$ cat config.mk
export PLATFORM = sky130hd
export DESIGN_NAME = bsp_master
export DESIGN_NICKNAME = d
export VERILOG_FILES = /design/src/hdl/bsp_pkg.sv /design/src/hdl/bsp_clkgen.sv /design/src/hdl/bsp_shift.sv /design/src/hdl/bsp_master.sv
export SDC_FILE = /design/constraint.sdc
export NUM_CORES = 1
export LEC_CHECK = 0
export ABC_AREA = 1
export BUFFER_PORTS_ARGS = -buffer_cell sky130_fd_sc_hd__buf_4
export CAP_MARGIN = 20
export CORE_ASPECT_RATIO = 1.1
export CORE_MARGIN = 2
export CORE_UTILIZATION = 60
export DETAILED_ROUTE_END_ITERATION = 7
export MAX_ROUTING_LAYER = met4
export PLACE_DENSITY = 0.85
export RECOVER_POWER = 25
export SETUP_SLACK_MARGIN = 0.3
export SLEW_MARGIN = 40
export SYNTH_ARGS = -nofsm -noshare
export SYNTH_HDL_FRONTEND = slang
export SYNTH_HIERARCHICAL = 1
export SYNTH_SLANG_ARGS = --single-unit
$ cat constraint.sdc
create_clock -name clk_in -period 5.9 [get_ports clk_in]
set_clock_uncertainty 0.1 [all_clocks]
set_input_delay 1.18 -clock clk_in [delete_from_list [all_inputs] [get_ports clk_in]]
set_output_delay 1.18 -clock clk_in [all_outputs]
set_load 0.02 [all_outputs]
$ cat src/hdl/bsp_pkg.sv
package bsp_pkg;
   localparam int CLK_HZ = 20_000_000;
   localparam int SLOW_HZ = 2_000_000;
   localparam int SLOW_DIV = CLK_HZ / SLOW_HZ;
   localparam int PRE_W = 6;
   localparam int DATA_W = 8;

   localparam logic [7:0] OFS_CTRL = 8'h00;
   localparam logic [7:0] OFS_STATUS = 8'h04;
   localparam logic [7:0] OFS_TXDATA = 8'h08;
   localparam logic [7:0] OFS_RXDATA = 8'h0C;
   localparam logic [7:0] OFS_CLKCTRL = 8'h10;
   localparam logic [7:0] OFS_CLKGEN = 8'h14;

   localparam int CTRL_LSB_BIT = 0;
   localparam int CTRL_BIDIR_BIT = 1;
   localparam int CTRL_SEL_LO = 2;
   localparam int CTRL_SEL_HI = 3;
   localparam int CTRL_AUTO_BIT = 4;
   localparam int STAT_TXE_BIT = 0;
   localparam int STAT_RXF_BIT = 1;
   localparam int STAT_BUSY_BIT = 2;
   localparam int CLK_TPH_BIT = 0;
   localparam int CLK_RPH_BIT = 1;
   localparam int CLK_POL_BIT = 2;
   localparam int CLK_SRC_BIT = 4;

   localparam logic [1:0] SEL_FULL = 2'h0;
   localparam logic [1:0] SEL_HALF = 2'h1;
   localparam logic [1:0] SEL_DUAL = 2'h2;
   localparam logic [PRE_W-1:0] PRELOAD_RST = 6'h02;
   localparam logic [3:0] LAST_EDGE_SINGLE = 4'hF;
   localparam logic [3:0] LAST_EDGE_DUAL = 4'h7;

   typedef struct packed {
      logic lsb;
      logic bidir;
      logic [1:0] sel;
      logic auto_rd;
      logic tph;
      logic rph;
      logic pol;
      logic slow;
      logic [PRE_W-1:0] preload;
   } bsp_cfg_s;

   localparam bsp_cfg_s CFG_RST = '{1'b0, 1'b0, SEL_FULL, 1'b0, 1'b0,
      1'b0, 1'b0, 1'b0, PRELOAD_RST};

   typedef enum logic [2:0] {
      REG_CTRL, REG_STATUS, REG_TX, REG_RX, REG_CLKCTRL, REG_CLKGEN,
      REG_NONE
   } bsp_reg_e;

   function automatic bsp_reg_e reg_decode(input logic [7:0] adr);
      case ({adr[7:2], 2'b00})
         OFS_CTRL: return REG_CTRL;
         OFS_STATUS: return REG_STATUS;
         OFS_TXDATA: return REG_TX;
         OFS_RXDATA: return REG_RX;
         OFS_CLKCTRL: return REG_CLKCTRL;
         OFS_CLKGEN: return REG_CLKGEN;
         default: return REG_NONE;
      endcase
   endfunction

   function automatic logic [2:0] bit_pos(input logic [2:0] idx,
                                          input logic lsb);
      return lsb ? idx : 3'h7 - idx;
   endfunction
endpackage

$ cat src/hdl/bsp_clkgen.sv
`timescale 1ns/1ps
module bsp_clkgen #(
   parameter int PRE_W = bsp_pkg::PRE_W,
   parameter int SLOW_DIV = bsp_pkg::SLOW_DIV
) (
   input wire logic clk_in,
   input wire logic rst_in,
   input wire logic ce_in,
   input wire logic run_in,
   input wire logic slow_in,
   input wire logic [PRE_W-1:0] preload_in,
   output logic tick_out
);
   localparam int PS_W = $clog2(SLOW_DIV);
   localparam logic [PS_W-1:0] PS_LAST = PS_W'(SLOW_DIV - 1);
   logic [PS_W-1:0] ps_cnt;
   logic [PRE_W-1:0] cnt;
   logic [PRE_W-1:0] reload;
   logic slow_tick;
   logic step;

   assign slow_tick = (ps_cnt == PS_LAST);
   // preload zero always runs from the main clock
   assign step = (preload_in == '0) || !slow_in || slow_tick;
   assign reload = (preload_in == '0) ? '0 : preload_in - 1'b1;
   assign tick_out = ce_in && run_in && step && (cnt == '0);

   // free-running so the slow reference keeps a steady rate
   always_ff @(posedge clk_in or posedge rst_in) begin
      if (rst_in)
         ps_cnt <= '0;
      else if (ce_in)
         ps_cnt <= slow_tick ? '0 : ps_cnt + 1'b1;
   end

   always_ff @(posedge clk_in or posedge rst_in) begin
      if (rst_in)
         cnt <= '0;
      else if (ce_in) begin
         if (!run_in)
            cnt <= reload;
         else if (step)
            cnt <= (cnt == '0) ? reload : cnt - 1'b1;
      end
   end
endmodule

$ cat src/hdl/bsp_shift.sv
`timescale 1ns/1ps
module bsp_shift (
   input wire logic clk_in,
   input wire logic rst_in,
   input wire logic ce_in,
   input wire logic load_in,
   input wire logic [7:0] data_in,
   input wire logic lsb_in,
   input wire logic dual_in,
   input wire logic tx_step_in,
   input wire logic rx_step_in,
   input wire logic odd_bit_in,
   input wire logic even_bit_in,
   output logic tx_bit_out,
   output logic [7:0] rx_byte_out
);
   logic [7:0] tx_reg;
   logic [2:0] tx_idx;
   logic [2:0] next_tx_idx;
   logic [2:0] rx_idx;
   logic [2:0] pair_base;

   assign next_tx_idx = tx_idx + 3'h1;
   assign pair_base = lsb_in ? {rx_idx[1:0], 1'b0}
                             : 3'h6 - {rx_idx[1:0], 1'b0};

   always_ff @(posedge clk_in or posedge rst_in) begin
      if (rst_in) begin
         tx_reg <= 8'h00;
         tx_idx <= 3'h0;
         tx_bit_out <= 1'b0;
      end else if (ce_in) begin
         if (load_in) begin
            tx_reg <= data_in;
            tx_idx <= 3'h0;
            tx_bit_out <= data_in[bsp_pkg::bit_pos(3'h0, lsb_in)];
         end else if (tx_step_in && tx_idx != 3'h7) begin
            tx_idx <= next_tx_idx;
            tx_bit_out <= tx_reg[bsp_pkg::bit_pos(next_tx_idx, lsb_in)];
         end
      end
   end

   always_ff @(posedge clk_in or posedge rst_in) begin
      if (rst_in) begin
         rx_idx <= 3'h0;
         rx_byte_out <= 8'h00;
      end else if (ce_in) begin
         if (load_in)
            rx_idx <= 3'h0;
         else if (rx_step_in) begin
            rx_idx <= rx_idx + 3'h1;
            if (dual_in) begin
               rx_byte_out[pair_base] <= even_bit_in;
               rx_byte_out[pair_base + 3'h1] <= odd_bit_in;
            end else
               rx_byte_out[bsp_pkg::bit_pos(rx_idx, lsb_in)] <= odd_bit_in;
         end
      end
   end
endmodule

$ cat src/hdl/bsp_master.sv
`timescale 1ns/1ps
module bsp_master (
   input wire logic clk_in,
   input wire logic rst_in,
   input wire logic ce_in,
   input wire logic wb_cyc_in,
   input wire logic wb_stb_in,
   input wire logic wb_we_in,
   input wire logic [7:0] wb_adr_in,
   input wire logic [3:0] wb_sel_in,
   input wire logic [31:0] wb_dat_in,
   output logic [31:0] wb_dat_out,
   output logic wb_ack_out,
   output logic serial_clk_out,
   output logic serial_out_pin_out,
   output logic serial_out_pin_oe_out,
   input wire logic serial_out_pin_in,
   input wire logic serial_in_pin_in,
   output logic tx_empty_irq_source_out,
   output logic rx_full_irq_source_out,
   output logic dma_tx_req_out,
   output logic dma_rx_req_out
);
   typedef enum logic [1:0] {ST_IDLE, ST_SHIFT, ST_FINISH} bsp_state_e;

   bsp_pkg::bsp_cfg_s cfg;
   bsp_state_e state;
   logic [7:0] tx_hold;
   logic [7:0] rx_data;
   logic [7:0] rx_byte;
   logic [3:0] edge_cnt;
   logic [3:0] last_edge;
   logic tx_empty;
   logic rx_full;
   logic sclk_phase;
   logic dir;
   logic dual_rx;
   logic tick;
   logic load;
   logic tx_step;
   logic rx_step;
   logic one_pin_bit;
   logic odd_bit;
   logic req;
   logic acc;
   logic wr;
   logic rd;
   logic wr_tx;
   logic rd_rx;
   logic [31:0] rd_mux;

   // register bus: ack one cycle after request, effects at the ack edge
   assign req = wb_cyc_in && wb_stb_in;
   assign acc = req && wb_ack_out && ce_in;
   assign wr = acc && wb_we_in && wb_sel_in[0];
   assign rd = acc && !wb_we_in;
   assign wr_tx = wr && bsp_pkg::reg_decode(wb_adr_in) == bsp_pkg::REG_TX;
   assign rd_rx = rd && bsp_pkg::reg_decode(wb_adr_in) == bsp_pkg::REG_RX;

   always_ff @(posedge clk_in or posedge rst_in) begin
      if (rst_in)
         wb_ack_out <= 1'b0;
      else if (ce_in)
         wb_ack_out <= req && !wb_ack_out;
   end

   always_comb begin
      rd_mux = 32'h0000_0000;
      unique case (bsp_pkg::reg_decode(wb_adr_in))
         bsp_pkg::REG_CTRL: begin
            rd_mux[bsp_pkg::CTRL_LSB_BIT] = cfg.lsb;
            rd_mux[bsp_pkg::CTRL_BIDIR_BIT] = cfg.bidir;
            rd_mux[bsp_pkg::CTRL_SEL_HI:bsp_pkg::CTRL_SEL_LO] = cfg.sel;
            rd_mux[bsp_pkg::CTRL_AUTO_BIT] = cfg.auto_rd;
         end
         bsp_pkg::REG_STATUS: begin
            rd_mux[bsp_pkg::STAT_TXE_BIT] = tx_empty;
            rd_mux[bsp_pkg::STAT_RXF_BIT] = rx_full;
            rd_mux[bsp_pkg::STAT_BUSY_BIT] = (state != ST_IDLE);
         end
         bsp_pkg::REG_TX: rd_mux[7:0] = tx_hold;
         bsp_pkg::REG_RX: rd_mux[7:0] = rx_data;
         bsp_pkg::REG_CLKCTRL: begin
            rd_mux[bsp_pkg::CLK_TPH_BIT] = cfg.tph;
            rd_mux[bsp_pkg::CLK_RPH_BIT] = cfg.rph;
            rd_mux[bsp_pkg::CLK_POL_BIT] = cfg.pol;
            rd_mux[bsp_pkg::CLK_SRC_BIT] = cfg.slow;
         end
         bsp_pkg::REG_CLKGEN: rd_mux[bsp_pkg::PRE_W-1:0] = cfg.preload;
         bsp_pkg::REG_NONE: rd_mux = 32'h0000_0000;
      endcase
   end

   always_ff @(posedge clk_in or posedge rst_in) begin
      if (rst_in)
         wb_dat_out <= 32'h0000_0000;
      else if (ce_in && req && !wb_ack_out && !wb_we_in)
         wb_dat_out <= rd_mux;
   end

   // configuration writes
   always_ff @(posedge clk_in or posedge rst_in) begin
      if (rst_in)
         cfg <= bsp_pkg::CFG_RST;
      else if (wr) begin
         unique case (bsp_pkg::reg_decode(wb_adr_in))
            bsp_pkg::REG_CTRL: begin
               cfg.lsb <= wb_dat_in[bsp_pkg::CTRL_LSB_BIT];
               cfg.bidir <= wb_dat_in[bsp_pkg::CTRL_BIDIR_BIT];
               cfg.sel <= wb_dat_in[bsp_pkg::CTRL_SEL_HI:bsp_pkg::CTRL_SEL_LO];
               cfg.auto_rd <= wb_dat_in[bsp_pkg::CTRL_AUTO_BIT];
            end
            bsp_pkg::REG_CLKCTRL: begin
               cfg.tph <= wb_dat_in[bsp_pkg::CLK_TPH_BIT];
               cfg.rph <= wb_dat_in[bsp_pkg::CLK_RPH_BIT];
               cfg.pol <= wb_dat_in[bsp_pkg::CLK_POL_BIT];
               cfg.slow <= wb_dat_in[bsp_pkg::CLK_SRC_BIT];
            end
            bsp_pkg::REG_CLKGEN:
               cfg.preload <= wb_dat_in[bsp_pkg::PRE_W-1:0];
            default: cfg <= cfg;
         endcase
      end
   end

   always_ff @(posedge clk_in or posedge rst_in) begin
      if (rst_in)
         tx_hold <= 8'h00;
      else if (wr_tx)
         tx_hold <= wb_dat_in[7:0];
   end

   // held byte moves into the shifter when it is free
   assign load = ce_in && state == ST_IDLE && !tx_empty;

   // load sets the flag and wins over a clear in the same cycle
   always_ff @(posedge clk_in or posedge rst_in) begin
      if (rst_in)
         tx_empty <= 1'b1;
      else if (load)
         tx_empty <= 1'b1;
      else if (wr_tx)
         tx_empty <= 1'b0;
      else if (rd_rx && cfg.auto_rd)
         tx_empty <= 1'b0;
   end

   always_ff @(posedge clk_in or posedge rst_in) begin
      if (rst_in) begin
         rx_full <= 1'b0;
         rx_data <= 8'h00;
      end else if (ce_in && state == ST_FINISH) begin
         rx_full <= 1'b1;
         rx_data <= rx_byte;
      end else if (rd_rx)
         rx_full <= 1'b0;
   end

   assign tx_empty_irq_source_out = tx_empty;
   assign rx_full_irq_source_out = rx_full;
   assign dma_tx_req_out = tx_empty;
   assign dma_rx_req_out = rx_full;

   // byte sequencer
   assign last_edge = dual_rx ? bsp_pkg::LAST_EDGE_DUAL
                              : bsp_pkg::LAST_EDGE_SINGLE;

   always_ff @(posedge clk_in or posedge rst_in) begin
      if (rst_in)
         state <= ST_IDLE;
      else if (ce_in) begin
         unique case (state)
            ST_IDLE:
               if (load)
                  state <= ST_SHIFT;
            ST_SHIFT:
               if (tick && edge_cnt == last_edge)
                  state <= ST_FINISH;
            ST_FINISH:
               state <= ST_IDLE;
         endcase
      end
   end

   always_ff @(posedge clk_in or posedge rst_in) begin
      if (rst_in) begin
         edge_cnt <= 4'h0;
         sclk_phase <= 1'b0;
         dual_rx <= 1'b0;
      end else if (load) begin
         edge_cnt <= 4'h0;
         dual_rx <= cfg.sel == bsp_pkg::SEL_DUAL && !cfg.bidir;
      end else if (tick) begin
         edge_cnt <= edge_cnt + 4'h1;
         sclk_phase <= !sclk_phase;
      end
   end

   // even edge counts are leading edges, odd ones trailing
   assign tx_step = tick && (edge_cnt[0] ^ cfg.tph) && edge_cnt != 4'h0;
   assign rx_step = tick && (edge_cnt[0] == cfg.rph);

   // direction follows the enable while idle and freezes while shifting
   always_ff @(posedge clk_in or posedge rst_in) begin
      if (rst_in)
         dir <= 1'b0;
      else if (ce_in && state == ST_IDLE)
         dir <= cfg.bidir;
   end

   always_comb begin
      one_pin_bit = serial_in_pin_in;
      if ((cfg.sel == bsp_pkg::SEL_HALF || cfg.sel == bsp_pkg::SEL_DUAL) &&
          !dir)
         one_pin_bit = serial_out_pin_in;
   end
   assign odd_bit = dual_rx ? serial_in_pin_in : one_pin_bit;

   bsp_clkgen #(
      .PRE_W(bsp_pkg::PRE_W),
      .SLOW_DIV(bsp_pkg::SLOW_DIV)
   ) u_clkgen (
      .clk_in(clk_in),
      .rst_in(rst_in),
      .ce_in(ce_in),
      .run_in(state == ST_SHIFT),
      .slow_in(cfg.slow),
      .preload_in(cfg.preload),
      .tick_out(tick)
   );

   bsp_shift u_shift (
      .clk_in(clk_in),
      .rst_in(rst_in),
      .ce_in(ce_in),
      .load_in(load),
      .data_in(tx_hold),
      .lsb_in(cfg.lsb),
      .dual_in(dual_rx),
      .tx_step_in(tx_step),
      .rx_step_in(rx_step),
      .odd_bit_in(odd_bit),
      .even_bit_in(serial_out_pin_in),
      .tx_bit_out(serial_out_pin_out),
      .rx_byte_out(rx_byte)
   );

   assign serial_clk_out = cfg.pol ^ sclk_phase;
   assign serial_out_pin_oe_out = (cfg.sel == bsp_pkg::SEL_HALF ||
      cfg.sel == bsp_pkg::SEL_DUAL) ? dir : 1'b1;
endmodule

# Word level (Yosys, flattened, before mapping)
# Cells that the tools add are included.
# totals
ff_bits	84
rom_bits	0
inputBits	52
wordCells	184
memories	0
latch_bits	0
mem_bits_rw	0
# op_classes
mux	50
n_eq_ne	24
magnitude_cmp	8
n_div	0
reduce_logical	62
n_shift	0
n_bitwise	3
n_mul	0
n_addsub	10
# op_table
op	count
logical AND 1 bit	29
two-way mux 3 bit	9
bitwise mux 8 bit	3
two-way mux 6 bit	4
one-hot mux 3 bit (7 select lines)	1
< comparator 3 x 4 -> 1 bit, second input constant	5
logical NOT 6 bit	3
one-hot mux 3 bit (6 select lines)	1
two-way mux 4 bit	4
AND reduction 2 bit	8
== test 3 bit, second input constant	5
two-way mux 1 bit	15
== test 6 x 2 -> 1 bit, second input constant	2
== test 6 x 3 -> 1 bit, second input constant	2
subtractor 6 x 1 -> 6 bit, second input constant	2
nonzero test 2 bit	5
adder 3 x 1 -> 3 bit, second input constant	3
demux 1 bit (select 3 bit)	3
greater-or-equal comparator 3 x 1 -> 1 bit, second input constant	3
subtractor 3 bit, first input constant	3
adder 4 x 1 -> 4 bit, second input constant	2
two-way mux 8 bit	1
logical NOT 1 bit	7
binary-select mux 1 bit (select 3 bit)	2
other kinds (24)	35

# Logic depth before layout (Yosys ltp)
# Gate-level depths: netlist of the first run.
# logic_depth
depth_word	10
ltp_mapped	15

# Hierarchy
# Netlist of the first run, hierarchy kept.
# by_module_without_submodules
mod	area_per_inst_um2	seq_area_each_um2	n_inst	cells_each
bsp_master	2887.8	1278.7	1	353
bsp_shift	1367.6	575.6	1	178
bsp_clkgen	800.8	250.2	1	121

# Worst setup path before layout of the first run
# OpenSTA, ideal clock, no wires.
# synth_timing
kind	input-to-reg
startpoint	input wb_adr_in[5]
endpoint	register cfg[10] (netlist bit)
path_buffers	1
arrival_ns	2.648
setup_ns	0.122
stages	10
required_time_ns	5.678
setup_slack_ns	3.030
path_cell_list	nor2_2 -> nand3_2 -> ha_1 -> nand2_4 -> buf_8 -> inv_2 -> nor3_4 -> nand3_2 -> nand2_1 -> o21ai_1
# synth_via
elab_chain_len	5
word_cells_on_any_way	10
cone_classes	eq/ne: 5; mux: 2; reduce/logical: 3
# synth_lines
item	line	source
start: declaration	bsp_master.sv:9	input wire logic [7:0] wb_adr_in,
== test 6 x 3 -> 1 bit (tied with other cells)	bsp_pkg.sv:56	case ({adr[7:2], 2'b00})
one-hot mux 3 bit (6 select lines) *	bsp_pkg.sv:56	
two-way mux 3 bit *	bsp_master.sv:105	else if (wr) begin
logical NOT 3 bit *	bsp_master.sv:106	unique case (bsp_pkg::reg_decode(wb_adr_in))
AND reduction 2 bit (no line) *	--	
end signal: assignment	bsp_master.sv:104	cfg <= bsp_pkg::CFG_RST;
end signal: assignment	bsp_master.sv:121	default: cfg <= cfg;
end: declaration	bsp_master.sv:26	bsp_pkg::bsp_cfg_s cfg;
# Mark *: on every way between the ends. The rest lies on a longest branch, timed or not. The select of a mux whose other input is x is not followed.
# A chain may end at the register's enable or synchronous reset.

# Worst setup path after layout of the first run
# layout_timing
startpoint	input ce_in
endpoint	register u_shift.rx_byte_out[7]
# layout_via
elab_chain_len	5
word_cells_on_any_way	8
cone_classes	bitwise: 1; reduce/logical: 7
# layout_lines
item	line	source
start: declaration	bsp_master.sv:5	input wire logic ce_in,
logical AND 1 bit (3 in a row)	bsp_clkgen.sv:26	assign tick_out = ce_in && run_in && step && (cnt == '0);
net tick	bsp_master.sv:38	logic tick;
logical AND 1 bit	bsp_master.sv:201	assign rx_step = tick && (edge_cnt[0] == cfg.rph);
net rx_step	bsp_master.sv:41	logic rx_step;
AND reduction 3 bit (no line)	--	
end signal: indexed assignment	bsp_shift.sv:54	rx_byte_out[pair_base] <= even_bit_in;
end signal: indexed assignment	bsp_shift.sv:55	rx_byte_out[pair_base + 3'h1] <= odd_bit_in;
end signal: indexed assignment	bsp_shift.sv:57	rx_byte_out[bsp_pkg::bit_pos(rx_idx, lsb_in)] <= odd_bit_in;
end: declaration	bsp_shift.sv:15	output logic [7:0] rx_byte_out
# The timed path passes the listed nets, and every way through them passes these cells.

==> results by stage, run 1 <==
STA:
- The worst path meets setup with ~2.0 ns of slack.
- The part of the cycle the worst path needs is 0.6622.
- The number of endpoints failing setup at the final stage is 0.
- The smallest clock period supported by the final layout is computed as 3.907 ns.
- The relative slew slack is -0.4863.
- The maximum operating frequency is 256.0 MHz.
- Setup repair after global routing left no endpoint under its margin.
- The hold violation count in the final report is 0.
- For the pin with the worst max-slew slack, the measured transition is 2.217 ns.
- The final max-slew violation count is 52.
- Setup total negative slack on the finished layout was measured at 0 ns.

Routing:
- Once detail routing completed, the nets flagged for antenna violations numbered 0.
- For this block, the initial DRC count from the detailed router was 395.
- The via density per instance is around 5.4.
- The detailed router placed between 4000 and 5000 vias in this run.
- Dividing the detail-routed wire length by the instance count gives 14.38 µm.
- The residual DRC count is 0.
- The first detailed-routing pass took 6 iterations.
- Wires add up to 11.59 mm.

Final layout:
- The register ranked first by flip-flop count is cfg.
- Of the cells placed in the final design, the portion with a size suffix greater than 1 is 0.1439.
- The post-route cell area is ~0.0055 mm².
- The flip-flop count of the largest register after layout is 15.
- Leaving out fill and tap cells, the most frequent cells in the layout are sky130_fd_sc_hd__nand2_1, sky130_fd_sc_hd__dfrtp_1, sky130_fd_sc_hd__inv_1.
- The repair_antennas step left the layout with diodes totalling 0.
- The core occupancy in the finished layout is 0.6695.
- The library cell used most frequently in the layout, excluding fill and tap cells, is sky130_fd_sc_hd__nand2_1.
- The net total in the final layout is 757.
- The synthesis-to-finish area growth is 9.601%.
- The final instance count without filler cells is 806.

Pwr:
- The leakage dissipation is 2.874 nW.
- The largest voltage drop on the vdd net is 0.0002575 V.
- The power density normalized to cell area is 386.8 mW/mm².

GRT:
- The number of global-route vias before repair is about 4200.
- The first global-routing pass estimated 19.40 mm of wire.
- The combined global-route utilization of all metal layers is 0.2751.
- The pin count of the biggest net entering global routing is 52.
- The initial antenna violation count is 0.
- The total grt overflow is 0.

Yosys:
- For this run, the register share of the synthesized area comes to 0.4162.
- After synthesis, the share of flip-flops with an asynchronous set or reset is 1.000.
- Yosys mapped the design onto 46 distinct sky130hd cell types.
- Averaged over all synthesized cells, the footprint is 7.755 µm².
- Summing every instance area after synthesis gives just over 0.005 mm².
- The Yosys step of the flow raised 6 warnings.
- The synthesized design contains 0 enable-type register cells.
- The post-synthesis register bit count is 84.
- The most common flop cell mapped by yosys is sky130_fd_sc_hd__dfrtp_1.
- In the synthesized netlist, the number of instances is 652.

Critical path:
- Along the worst path, the maximum fanout reaches 16.
- The startpoint-to-endpoint class of the critical path is in2reg.
- STA classifies the critical path startpoint as a primary input.
- The category of the worst setup path capture point is a flip-flop.
- The critical path arrival is 4.06 ns.
- The endpoint required time on the critical path is 6.05 ns.

Die:
- The die outline height is 100.3 µm.
- The total area inside the core boundary comes to 0.008277 mm².
- The die outline width is 91.53 µm.
- The floorplan step defined a die boundary enclosing 0.009178 mm².
- Row generation in the floorplan step produced 35 rows.
- During I/O placement, the number of pins put on the boundary was 92.
- The effective utilization at floorplan is 0.6109.

Job:
- Max-cap violations in this run came to 1.

Min path:
- The worst hold path class is reg2reg.

Outcome:
- The run finished, with violations left.
- The final reports fail on capacitance limit, slew limit.

Place:
- The number of placed instances, taps included is slightly below 800.
- The total cell area at the placement stage is 0.005315 mm².
- Routability-driven placement finished with a final weighted congestion of roughly 0.99.
- During placement, the flow inserted port buffers numbering 38.
- The HPWL after detailed placement is 8.701 mm.
- The placement-stage worst setup slack is 2.218 ns.

Clock tree:
- In this run, post-CTS repair resized a total of 0 instances.
- Counting along the longest clock path gives a buffer depth of 2.
- The worst-skew pair later-pin latency is 0.37 ns.
- The number of buffers created by CTS is 9.
- TritonCTS built the clock tree.
- Clock tree synthesis found a total of 84 sinks.
- Clock tree synthesis selected as its root buffer the cell sky130_fd_sc_hd__clkbuf_8.
- After clock tree synthesis, the clock-pin slew on the worst setup and hold paths is around 0.080 ns.
- The total setup buffers inserted after CTS is 0.
- The H-tree level count is 3.
- The hold-fix buffer count after cts is 0.
[logic make-up (layout without fill, tap and decap cells)]
family,Yosys count,in the layout,synth area share
other cells,1,24,0.0007417
xor+xnor,14,14,0.02722
fa+ha+maj,15,15,0.03712
compound gates,93,93,0.09973
simple gates,317,317,0.2888
buf+inv,122,142,0.1170
mux,6,6,0.01311
flops,84,84,0.4162
[layout make-up]
| cell class | instances | area, µm² |
|---|---|---|
| clock buffers | 11 | 151.4 |
| clock inverters | 5 | 83.83 |
| fillers | 661 | 2735 |
| inverters | 88 | 339.1 |
| multi-input cells | 469 | 2446 |
| flip-flops and latches | 84 | 2105 |
| well taps | 111 | 138.9 |
| repair buffers | 38 | 277.8 |
[report_power, final]
group          internal [W]  leakage (nW)  switching (W)
logic              0.000307          1.69       0.000507
registers          0.000725          1.07       0.000125
clock network      0.000262         0.112       0.000217
total               0.00129          2.87       0.000849
[metrics by stage]
stage / total power [W] / hold slack [ns]
3_3_place_gp: 0.001608 / 0.3558
5_1_grt: 0.002297 / 0.4158
3_5_place_dp: 0.001667 / 0.3551
6_report: 0.002143 / 0.3838
4_1_cts: 0.002140 / 0.3761
2_1_floorplan: 0.001475 / 0.3332
[worst paths after layout]
kind,from,endpoint,slack [ns],cells past startpoint
min,wb_dat_out[4]$_DFFE_PP0P_,wb_dat_out[4]$_DFFE_PP0P_,0.38,2
min reg2reg,wb_dat_out[4]$_DFFE_PP0P_,wb_dat_out[4]$_DFFE_PP0P_,0.38,2
max in group asynchronous,rst_in,rx_data[6]$_DFFE_PP0P_,3.36,2
max,ce_in,u_shift/rx_byte_out[7]$_DFFE_PP0P_,1.99,10
max reg2reg,cfg[0]$_DFFE_PP0P_,u_shift/rx_byte_out[7]$_DFFE_PP0P_,2.50,13
min in group asynchronous,rst_in,u_clkgen/ps_cnt[0]$_DFFE_PP0P_,0.72,2
[Yosys cell counts, types with 2 or more instances]
| master | count | area (µm²) |
|---|---|---|
| sky130_fd_sc_hd__dfrtp_1 | 82 | 2052 |
| sky130_fd_sc_hd__o22ai_1 | 3 | 18.77 |
| sky130_fd_sc_hd__xor2_1 | 6 | 52.55 |
| sky130_fd_sc_hd__nor2_4 | 7 | 78.83 |
| sky130_fd_sc_hd__o21ai_1 | 29 | 145.1 |
| sky130_fd_sc_hd__nand2_4 | 2 | 22.52 |
| sky130_fd_sc_hd__inv_2 | 3 | 11.26 |
| sky130_fd_sc_hd__o211ai_1 | 2 | 15.01 |
| sky130_fd_sc_hd__nand2_2 | 7 | 43.79 |
| sky130_fd_sc_hd__nand4_1 | 14 | 87.58 |
| sky130_fd_sc_hd__nor2_1 | 62 | 232.7 |
| sky130_fd_sc_hd__nand3_2 | 6 | 60.06 |
| sky130_fd_sc_hd__inv_1 | 82 | 307.8 |
| sky130_fd_sc_hd__nand3_1 | 41 | 205.2 |
| sky130_fd_sc_hd__a21oi_1 | 26 | 130.1 |
| sky130_fd_sc_hd__nand2_1 | 165 | 619.3 |
| sky130_fd_sc_hd__nor2_2 | 4 | 25.02 |
| sky130_fd_sc_hd__buf_4 | 26 | 195.2 |
| sky130_fd_sc_hd__o21ai_0 | 27 | 135.1 |
| sky130_fd_sc_hd__xnor2_1 | 6 | 52.55 |
| sky130_fd_sc_hd__ha_1 | 15 | 187.7 |
| sky130_fd_sc_hd__nand3b_1 | 3 | 22.52 |
| sky130_fd_sc_hd__o21ai_2 | 2 | 17.52 |
| sky130_fd_sc_hd__xnor2_2 | 2 | 32.53 |
| sky130_fd_sc_hd__nor3_1 | 2 | 10.01 |
| sky130_fd_sc_hd__clkbuf_1 | 2 | 7.510 |
| sky130_fd_sc_hd__buf_6 | 2 | 22.52 |
| sky130_fd_sc_hd__dfstp_2 | 2 | 52.55 |
| sky130_fd_sc_hd__mux2_2 | 5 | 56.30 |
[worst max-delay path, stage by stage]
cell and delay, ns:
sky130_fd_sc_hd__clkbuf_1 0.64, sky130_fd_sc_hd__nand2_1 0.10, sky130_fd_sc_hd__nor3_1 0.72, sky130_fd_sc_hd__o21ai_0 0.20, sky130_fd_sc_hd__a21oi_1 0.28, sky130_fd_sc_hd__nand3_1 0.33
sky130_fd_sc_hd__inv_1 0.24, sky130_fd_sc_hd__o211ai_1 0.14, sky130_fd_sc_hd__o21ai_0 0.17, sky130_fd_sc_hd__inv_1 0.05
[per-layer routing]
layer  wire, µm  GRT usage
met1       4823     0.3358
met4        458     0.1480
met5          0          -
met3        695    0.04204
met2       5614     0.4429
(Power assumes the default switching activity.)
==> run 2: changes to the inputs <==
- CORE_UTILIZATION: 60 -> 51
- PLACE_DENSITY: 0.85 -> 0.77
- clock period: 5.9 -> 3.5 ns (I/O delays scaled with it)
==> results by stage, run 2 (synthesis results as in run 1) <==
Critical path:
- The slack of the worst reg-to-reg path is 0.72 ns (was 2.50 ns).
- The category of the worst setup path capture point is a flip-flop (unchanged).
- Crit-path cells: inv_1 > ha_1 > nand2_1 > nor2_4 > nor2_2 > nor3_1 > buf_4 > o21ai_0 > a21oi_1 > nand3_1 > inv_1 > o211ai_1 > o21ai_0 > inv_1 (was clkbuf_1 > nand2_1 > nor3_1 > o21ai_0 > a21oi_1 > nand3_1 > inv_1 > o211ai_1 > o21ai_0 > inv_1).
- The delay contributed by the slowest stage of the critical path came to 0.40 ns (was 0.72 ns).
- The buffer and inverter count on the worst path came to 4 (was 3).
- The path depth of the worst reg2reg path is 14 (was 13).
- The biggest fanout along the worst timing path is 8 (was 16).
- The critical path arrival is 2.94 ns (was 4.06 ns).
- The cell type group with the largest total delay on the critical path is simple AND/OR/NAND/NOR gates (unchanged).
- The slowest library cell on the worst path is sky130_fd_sc_hd__dfrtp_1 (was sky130_fd_sc_hd__nor3_1).
- The kind of start point of the critical path is a flip-flop (was primary input).
- The startpoint-to-endpoint class of the critical path was reg2reg (was in2reg).
- The most common cell type on the critical path is sky130_fd_sc_hd__inv_1.
- The total number of cells along the worst setup path came to 14 (was 10).
- The endpoint required time on the critical path is 3.66 ns (was 6.05 ns).

Final layout:
- The most common cell after layout, fill and taps aside is sky130_fd_sc_hd__nand2_1 (unchanged).
- The number of inserted diodes was 0 (unchanged).
- Commonest non-fill, non-tap cells in the layout: sky130_fd_sc_hd__nand2_1, sky130_fd_sc_hd__dfrtp_1, sky130_fd_sc_hd__inv_1 (unchanged).
- The share of post-route cells with drive strength above 1 is 0.1474 (was 0.1439).
- The flip-flop count of the largest register after layout is 15 (unchanged).
- The post-route cell area is 0.005522 mm² (was 0.005542 mm²).
- The number of inserted filler cells in the final layout is 879 (was 661).
- The register ranked first by flip-flop count is cfg (unchanged).
- The net total in the final layout is 761 (was 757).
- The synthesis-to-finish area growth came to 9.206% (was 9.601%).

Clock tree:
- The TritonCTS clock tree is done (unchanged).
- The clock tree root buffer cell is sky130_fd_sc_hd__clkbuf_8 (unchanged).
- The number of buffers created by CTS is 9 (unchanged).
- The total setup buffers inserted after CTS is 0 (unchanged).
- The clock tree buffer depth is 2 (unchanged).
- The TritonCTS sink count is 84 (unchanged).
- The worst-skew pair later-pin latency is 0.36 ns (was 0.37 ns).
- The clock transition time at the flip-flop clock pins of the worst setup and hold paths came to 0.08 ns (about the same).
- The hold-fix buffer count after cts is 0 (unchanged).
- The total of cells resized after clock tree synthesis was 0 (unchanged).
- The H-tree level count was 3 (unchanged).

Die:
- The effective utilization at floorplan is 0.5187 (was 0.6109).
- The die outline width was 98.94 µm (was 91.53 µm).
- The number of rows created at floorplan is 38 (was 35).
- The die outline height is 108.4 µm (was 100.3 µm).
- The overall die area is 0.01073 mm² (was 0.009178 mm²).
- The I/O pin count is 92 (unchanged).
- The floorplan core area is 0.009747 mm² (was 0.008277 mm²).

Place:
- The placed wire-length estimate after detailed placement is 8.703 mm (was 8.701 mm).
- The total cell area at the placement stage is 0.005356 mm² (was 0.005315 mm²).
- The number of buffers inserted by port buffering is 38 (unchanged).
- The routability-driven placement congestion ratio was 0.9302 (was 0.9874).

Routing:
- The total length of routed wires is 11.42 mm (was 11.59 mm).
- The count of antenna-violating nets left after detailed routing came to 0 (unchanged).
- The via count is 4285 (was 4388).
- The DRC marker count from the first detailed-route iteration came to 273 (was 395).
- The via density per instance came to 5.232 (was 5.444).
- The iteration count of the initial detailed-routing pass is 5 (was 6).
- The residual DRC count was 0 (unchanged).
- The average wire length per cell after detail routing is 13.94 µm (was 14.38 µm).

STA:
- The number of endpoints failing setup at the final stage is 0 (unchanged).
- The hold violation count in the final report is 0 (unchanged).
- RSZ-0062 raised after global routing: false (unchanged).
- The final max-slew violation count is 52 (unchanged).
- The clock period minus worst slack is roughly 2.8 ns.
- The transition time at the pin with the least slew margin is 2.231 ns (was 2.217 ns).
- The maximum operating frequency is 359.3 MHz.
- The relative slew slack is -0.4954 (was -0.4863).
- The part of the cycle the worst path needs is 0.7953.
- The sum of negative setup slack came to 0 ns (unchanged).

Pwr:
- The net switching component of the power came to 0.001401 W (was 0.0008491 W).
- The total internal power is 0.002027 W (was 0.001294 W).
- The largest voltage drop on the vdd net was 0.0003602 V (was 0.0002575 V).
- The leakage dissipation was 2.868 nW (was 2.874 nW).
- The portion of total power attributed to combinational logic is 0.399 (was 0.380).
- The fraction of power consumed by the clock network was 0.184 (was 0.224).
- The sequential power share is 0.417 (was 0.396).
- The switching share of total power is 0.4086 (was 0.3961).
- The power density normalized to cell area is 620.8 mW/mm² (was 386.8 mW/mm²).

Outcome:
- Result of the run: finished with violations (unchanged).
- Violated checks: capacitance limit, slew limit (unchanged).

GRT:
- The initial antenna violation count is 0 (unchanged).
- The pin count of the biggest net entering global routing came to 52 (unchanged).
- The total grt overflow is 0 (unchanged).
- The global-route wire length before repair came to 19.06 mm (was 19.40 mm).
- The number of global-route vias before repair is 4097 (was 4229).
- The combined global-route utilization of all metal layers came to 0.2315 (was 0.2751).

Min path:
- The worst hold path class is in2async (was reg2reg).

Job:
- The max-capacitance violation count was 1 (unchanged).
==> run 2: changes by cell type in the layout (fill, tap and decap cells not counted) <==
cell	change
sky130_fd_sc_hd__buf_4	+5
sky130_fd_sc_hd__bufinv_16	-2
sky130_fd_sc_hd__clkinv_2	+2
sky130_fd_sc_hd__clkbuf_1	+1
sky130_fd_sc_hd__clkbuf_8	-1
sky130_fd_sc_hd__clkinv_4	-1
==> run 2: worst reg2reg max path: cells and delay by family, from the launching register on <==
kind	cells	cell delay [ns]
buffers and inverters	4	0.64
AOI/OAI and AO/OA	4	0.59
adders and majority gates	1	0.21
and+or+nand+nor	5	0.73
DFF	1	0.40
==> run 2: cell type report <==
cell class | instances | area [µm²] | share of cell area
Tap cell | 120 | 150.1 | 0.02719
Timing Repair Buffer | 42 | 311.5 | 0.05642
Clock buffer | 12 | 145.1 | 0.02629
Sequential cell | 84 | 2105 | 0.3811
Clock inverter | 4 | 25.02 | 0.004532
Inverter | 88 | 339.1 | 0.06141
Multi-Input combinational cell | 469 | 2446 | 0.4430
==> run 2: power groups by stage <==
stage / logic (W) / clock network, W / registers [W]
after detailed placement: 0.00136 / 0 / 0.00145
after floorplan: 0.00109 / 0 / 0.00140
final: 0.00137 / 0.000631 / 0.00143
after global routing: 0.00153 / 0.000681 / 0.00146
after CTS: 0.00136 / 0.000643 / 0.00143
after global placement: 0.00130 / 0 / 0.00144
==> run 2: layer usage <==
layer,up-vias,share of wire,track usage
met5,-,0,-
met4,0,0.037,0.1223
met3,35,0.048,0.03232
met2,118,0.47,0.3576
li1,2122,-,-
met1,2010,0.44,0.2974
==> run 2: stage by stage <==
step,utilization,power [W],cells,worst slack [ns],hold slack [ns]
final,0.5665,0.003428,819,0.7166,0.2380
after global routing,0.5665,0.003674,819,0.4608,0.2981
after CTS,0.5670,0.003436,819,0.7090,0.2636
after detailed placement,0.5496,0.002805,803,0.7202,0.3637
after global placement,0.5493,0.002731,803,0.7681,0.3566
after floorplan,-,0.002486,675,1.038,0.3332
==> run 2: path summary, 6_finish.rpt <==
| check | startpoint | to |
|---|---|---|
| worst max-delay path | cfg[0]$_DFFE_PP0P_ | u_shift/rx_byte_out[7]$_DFFE_PP0P_ |
| worst min-delay path | rst_in | u_clkgen/cnt[3]$_DFFE_PP0P_ |
| worst max register to register | cfg[0]$_DFFE_PP0P_ | u_shift/rx_byte_out[7]$_DFFE_PP0P_ |
| worst min register to register | wb_dat_out[2]$_DFFE_PP0P_ | wb_dat_out[2]$_DFFE_PP0P_ |
| max in group asynchronous | rst_in | wb_dat_out[3]$_DFFE_PP0P_ |
| min in group clk_in | wb_dat_out[2]$_DFFE_PP0P_ | wb_dat_out[2]$_DFFE_PP0P_ |
==> run 3: changes to the inputs <==
- clock period: 3.5 -> 2.55 ns (I/O delays scaled with it)
==> results by stage, run 3 (synthesis results as in run 1) <==
Die:
- The die outline width is 98.94 µm (unchanged).
- The die outline height is 108.4 µm (unchanged).
- The floorplan core area came to 0.009747 mm² (unchanged).
- The I/O pin count is 92 (unchanged).
- The number of rows created at floorplan is 38 (unchanged).
- The overall die area came to 0.01073 mm² (unchanged).
- The effective utilization at floorplan is 0.5187 (unchanged).

GRT:
- The number of global-route vias before repair came to 4282 (was 4097).
- The global-route wire length before repair is 20.25 mm (was 19.06 mm).
- The pin count of the biggest net entering global routing is 45 (was 52).
- The combined global-route utilization of all metal layers is 0.2465 (was 0.2315).
- The initial antenna violation count came to 0 (unchanged).
- The met1 demand-to-capacity share in global routing came to 0.3028 (was 0.2974).
- The met3 routing resource usage after global routing is 0.04913 (was 0.03232).
- The busiest layer in global routing is met2 (unchanged).
- The met2 usage was 0.3986 (was 0.3576).
- The total grt overflow came to 0 (unchanged).

Critical path:
- The path depth of the worst reg2reg path is 14 (unchanged).
- The buffer and inverter count on the worst path is 3 (was 4).
- The slowest library cell on the worst path is sky130_fd_sc_hd__dfrtp_1 (unchanged).
- The kind of start point of the critical path is a flip-flop (unchanged).
- Crit-path cells: nor2_4 > nand2_2 > nor2_4 > nor2_4 > nor3_2 > buf_4 > buf_4 > nand2_1 > a21oi_2 > nand2_2 > o21ai_2 > buf_6 > nand3_1 > o21ai_2 (was inv_1 > ha_1 > nand2_1 > nor2_4 > nor2_2 > nor3_1 > buf_4 > o21ai_0 > a21oi_1 > nand3_1 > inv_1 > o211ai_1 > o21ai_0 > inv_1).
- The endpoint required time on the critical path is 2.74 ns (was 3.66 ns).
- The most common cell type on the critical path is sky130_fd_sc_hd__nor2_4 (was sky130_fd_sc_hd__inv_1).
- The biggest fanout along the worst timing path came to 7 (was 8).
- The critical path arrival is 2.41 ns (was 2.94 ns).
- The category of the worst setup path capture point is a flip-flop (unchanged).
- The cell type group with the largest total delay on the critical path was simple AND/OR/NAND/NOR gates (unchanged).
- The startpoint-to-endpoint class of the critical path is reg2reg (unchanged).
- The delay contributed by the slowest stage of the critical path came to 0.41 ns (was 0.40 ns).
- The total number of cells along the worst setup path is 14 (unchanged).

Outcome:
- Result of the run: complete, no violations (was finished with violations).

Routing:
- The average wire length per cell after detail routing is 14.41 µm (was 13.94 µm).
- The via density per instance is 5.301 (was 5.232).
- The residual DRC count was 0 (unchanged).
- The via count is 4511 (was 4285).
- The DRC marker count from the first detailed-route iteration is 371 (was 273).
- The count of antenna-violating nets left after detailed routing is 0 (unchanged).
- The total length of routed wires is 12.26 mm (was 11.42 mm).
- The iteration count of the initial detailed-routing pass is 5 (unchanged).

STA:
- The sum of negative setup slack came to 0 ns (unchanged).
- The hold violation count in the final report is 0 (unchanged).
- RSZ-0062 raised after global routing: true (was false).
- The relative slew slack came to 0.1444 (was -0.4954).
- The number of endpoints failing setup at the final stage is 0 (unchanged).
- The maximum operating frequency is 450.5 MHz (was 359.3 MHz).
- The final max-slew violation count is 0 (was 52).
- The clock period minus worst slack came to 2.220 ns (was 2.783 ns).
- The transition time at the pin with the least slew margin came to 1.283 ns (was 2.231 ns).
- The slack of the critical path was 0.3304 ns (was 0.7166 ns).
- The part of the cycle the worst path needs is 0.8704 (was 0.7953).
- The hold slack is 0.3107 ns (was 0.2380 ns).

Min path:
- The worst hold path class is in2reg (was in2async).
- The number of cells traversed by the worst hold path is 3.

Final layout:
- The synthesis-to-finish area growth is 17.20% (was 9.206%).
- The net total in the final layout came to 793 (was 761).
- The share of post-route cells with drive strength above 1 is 0.2066 (was 0.1474).
- The flip-flop count of the largest register after layout came to 15 (unchanged).
- The number of inserted diodes is 0 (unchanged).
- Commonest non-fill, non-tap cells in the layout: sky130_fd_sc_hd__nand2_1, sky130_fd_sc_hd__dfrtp_1, sky130_fd_sc_hd__inv_1 (unchanged).
- The most common cell after layout, fill and taps aside was sky130_fd_sc_hd__nand2_1 (unchanged).
- The register ranked first by flip-flop count is cfg (unchanged).
- The number of inserted filler cells in the final layout is 831 (was 879).

Place:
- The routability-driven placement congestion ratio is 0.8894 (was 0.9302).
- The number of buffers inserted by port buffering is 38 (unchanged).
- The placed wire-length estimate after detailed placement is 8.953 mm (was 8.703 mm).
- The placement-stage worst setup slack is 0.1579 ns (was 0.7202 ns).

Clock tree:
- The clock transition time at the flip-flop clock pins of the worst setup and hold paths is 0.09 ns (was 0.08 ns).
- The worst-skew pair later-pin latency came to 0.36 ns (about the same).
- The clock tree root buffer cell was sky130_fd_sc_hd__clkbuf_8 (unchanged).
- The TritonCTS clock tree was done (unchanged).
- The number of buffers created by CTS is 9 (unchanged).
- The TritonCTS sink count is 84 (unchanged).
- The H-tree level count is 3 (unchanged).
- The clock tree buffer depth was 2 (unchanged).

Pwr:
- The power density normalized to cell area is 888.0 mW/mm² (was 620.8 mW/mm²).
- The largest voltage drop on the vdd net is 0.0004910 V (was 0.0003602 V).
- The leakage dissipation is 3.077 nW (was 2.868 nW).

Job:
- The max-capacitance violation count came to 0 (was 1).
-- run 3: layer usage --
layer  share of wire  vias up
met2            0.49      128
met4           0.032        0
met3           0.044       37
li1                -     2194
met1            0.43     2152
met5               0        -
-- run 3: final cells by class --
| cell class | count | area [µm²] | share of cell area |
|---|---|---|---|
| Multi-Input combinational cell | 469 | 2515 | 0.4244 |
| Sequential cell | 84 | 2106 | 0.3554 |
| Timing Repair Buffer | 74 | 558.0 | 0.09417 |
| Inverter | 88 | 340.3 | 0.05743 |
| Tap cell | 120 | 150.1 | 0.02534 |
| Clock buffer | 10 | 137.6 | 0.02323 |
| Clock inverter | 6 | 118.9 | 0.02006 |
-- run 3: worst paths after layout --
kind / from / endpoint / slack [ns]
setup / recovery: cfg[3]$_DFFE_PP0P_ / u_shift/tx_idx[0]$_DFFE_PP0P_ / 0.33
hold / removal: wb_dat_in[6] / tx_hold[6]$_DFFE_PP0P_ / 0.31
setup reg to reg: cfg[3]$_DFFE_PP0P_ / u_shift/tx_idx[0]$_DFFE_PP0P_ / 0.33
hold reg to reg: u_shift/tx_reg[7]$_DFFE_PP0P_ / u_shift/tx_reg[7]$_DFFE_PP0P_ / 0.38
max in group asynchronous: rst_in / u_shift/rx_byte_out[3]$_DFFE_PP0P_ / 0.55
min in group asynchronous: rst_in / wb_ack_out$_DFFE_PP0P_ / 0.55
-- run 3: repair_timing --
action	in CTS	in global routing
endpoints found under the hold margin	7	0
resized for setup	9	19
pin swaps	7	10
hold buffers	1	0
endpoints found under the setup margin	15	14
buffers inserted	5	6
-- run 3: metrics by stage --
stage                     total power [W]  instance area, µm²  std cells    util
after floorplan                  0.003418                5151        675       -
after global placement           0.003871                5512        823  0.5655
after detailed placement         0.003969                5512        823  0.5655
after CTS                        0.005194                5844        845  0.5996
after global routing             0.005658                5926        851  0.6080
final                            0.005262                5926        851  0.6080
-- run 3: where the power goes --
group          internal, W  total [W]  leakage [nW]  switching (W)
logic             0.000863    0.00208          1.87        0.00122
registers          0.00168    0.00197          1.07       0.000292
clock network     0.000689    0.00121         0.129       0.000520
-- run 3: worst register-to-register path, delay by kind of cell, from the launching register on --
family,cells,cell delay (ns)
buffers and inverters,3,0.43
DFF,1,0.41
AOI/OAI and AO/OA,3,0.41
and+or+nand+nor,8,0.80
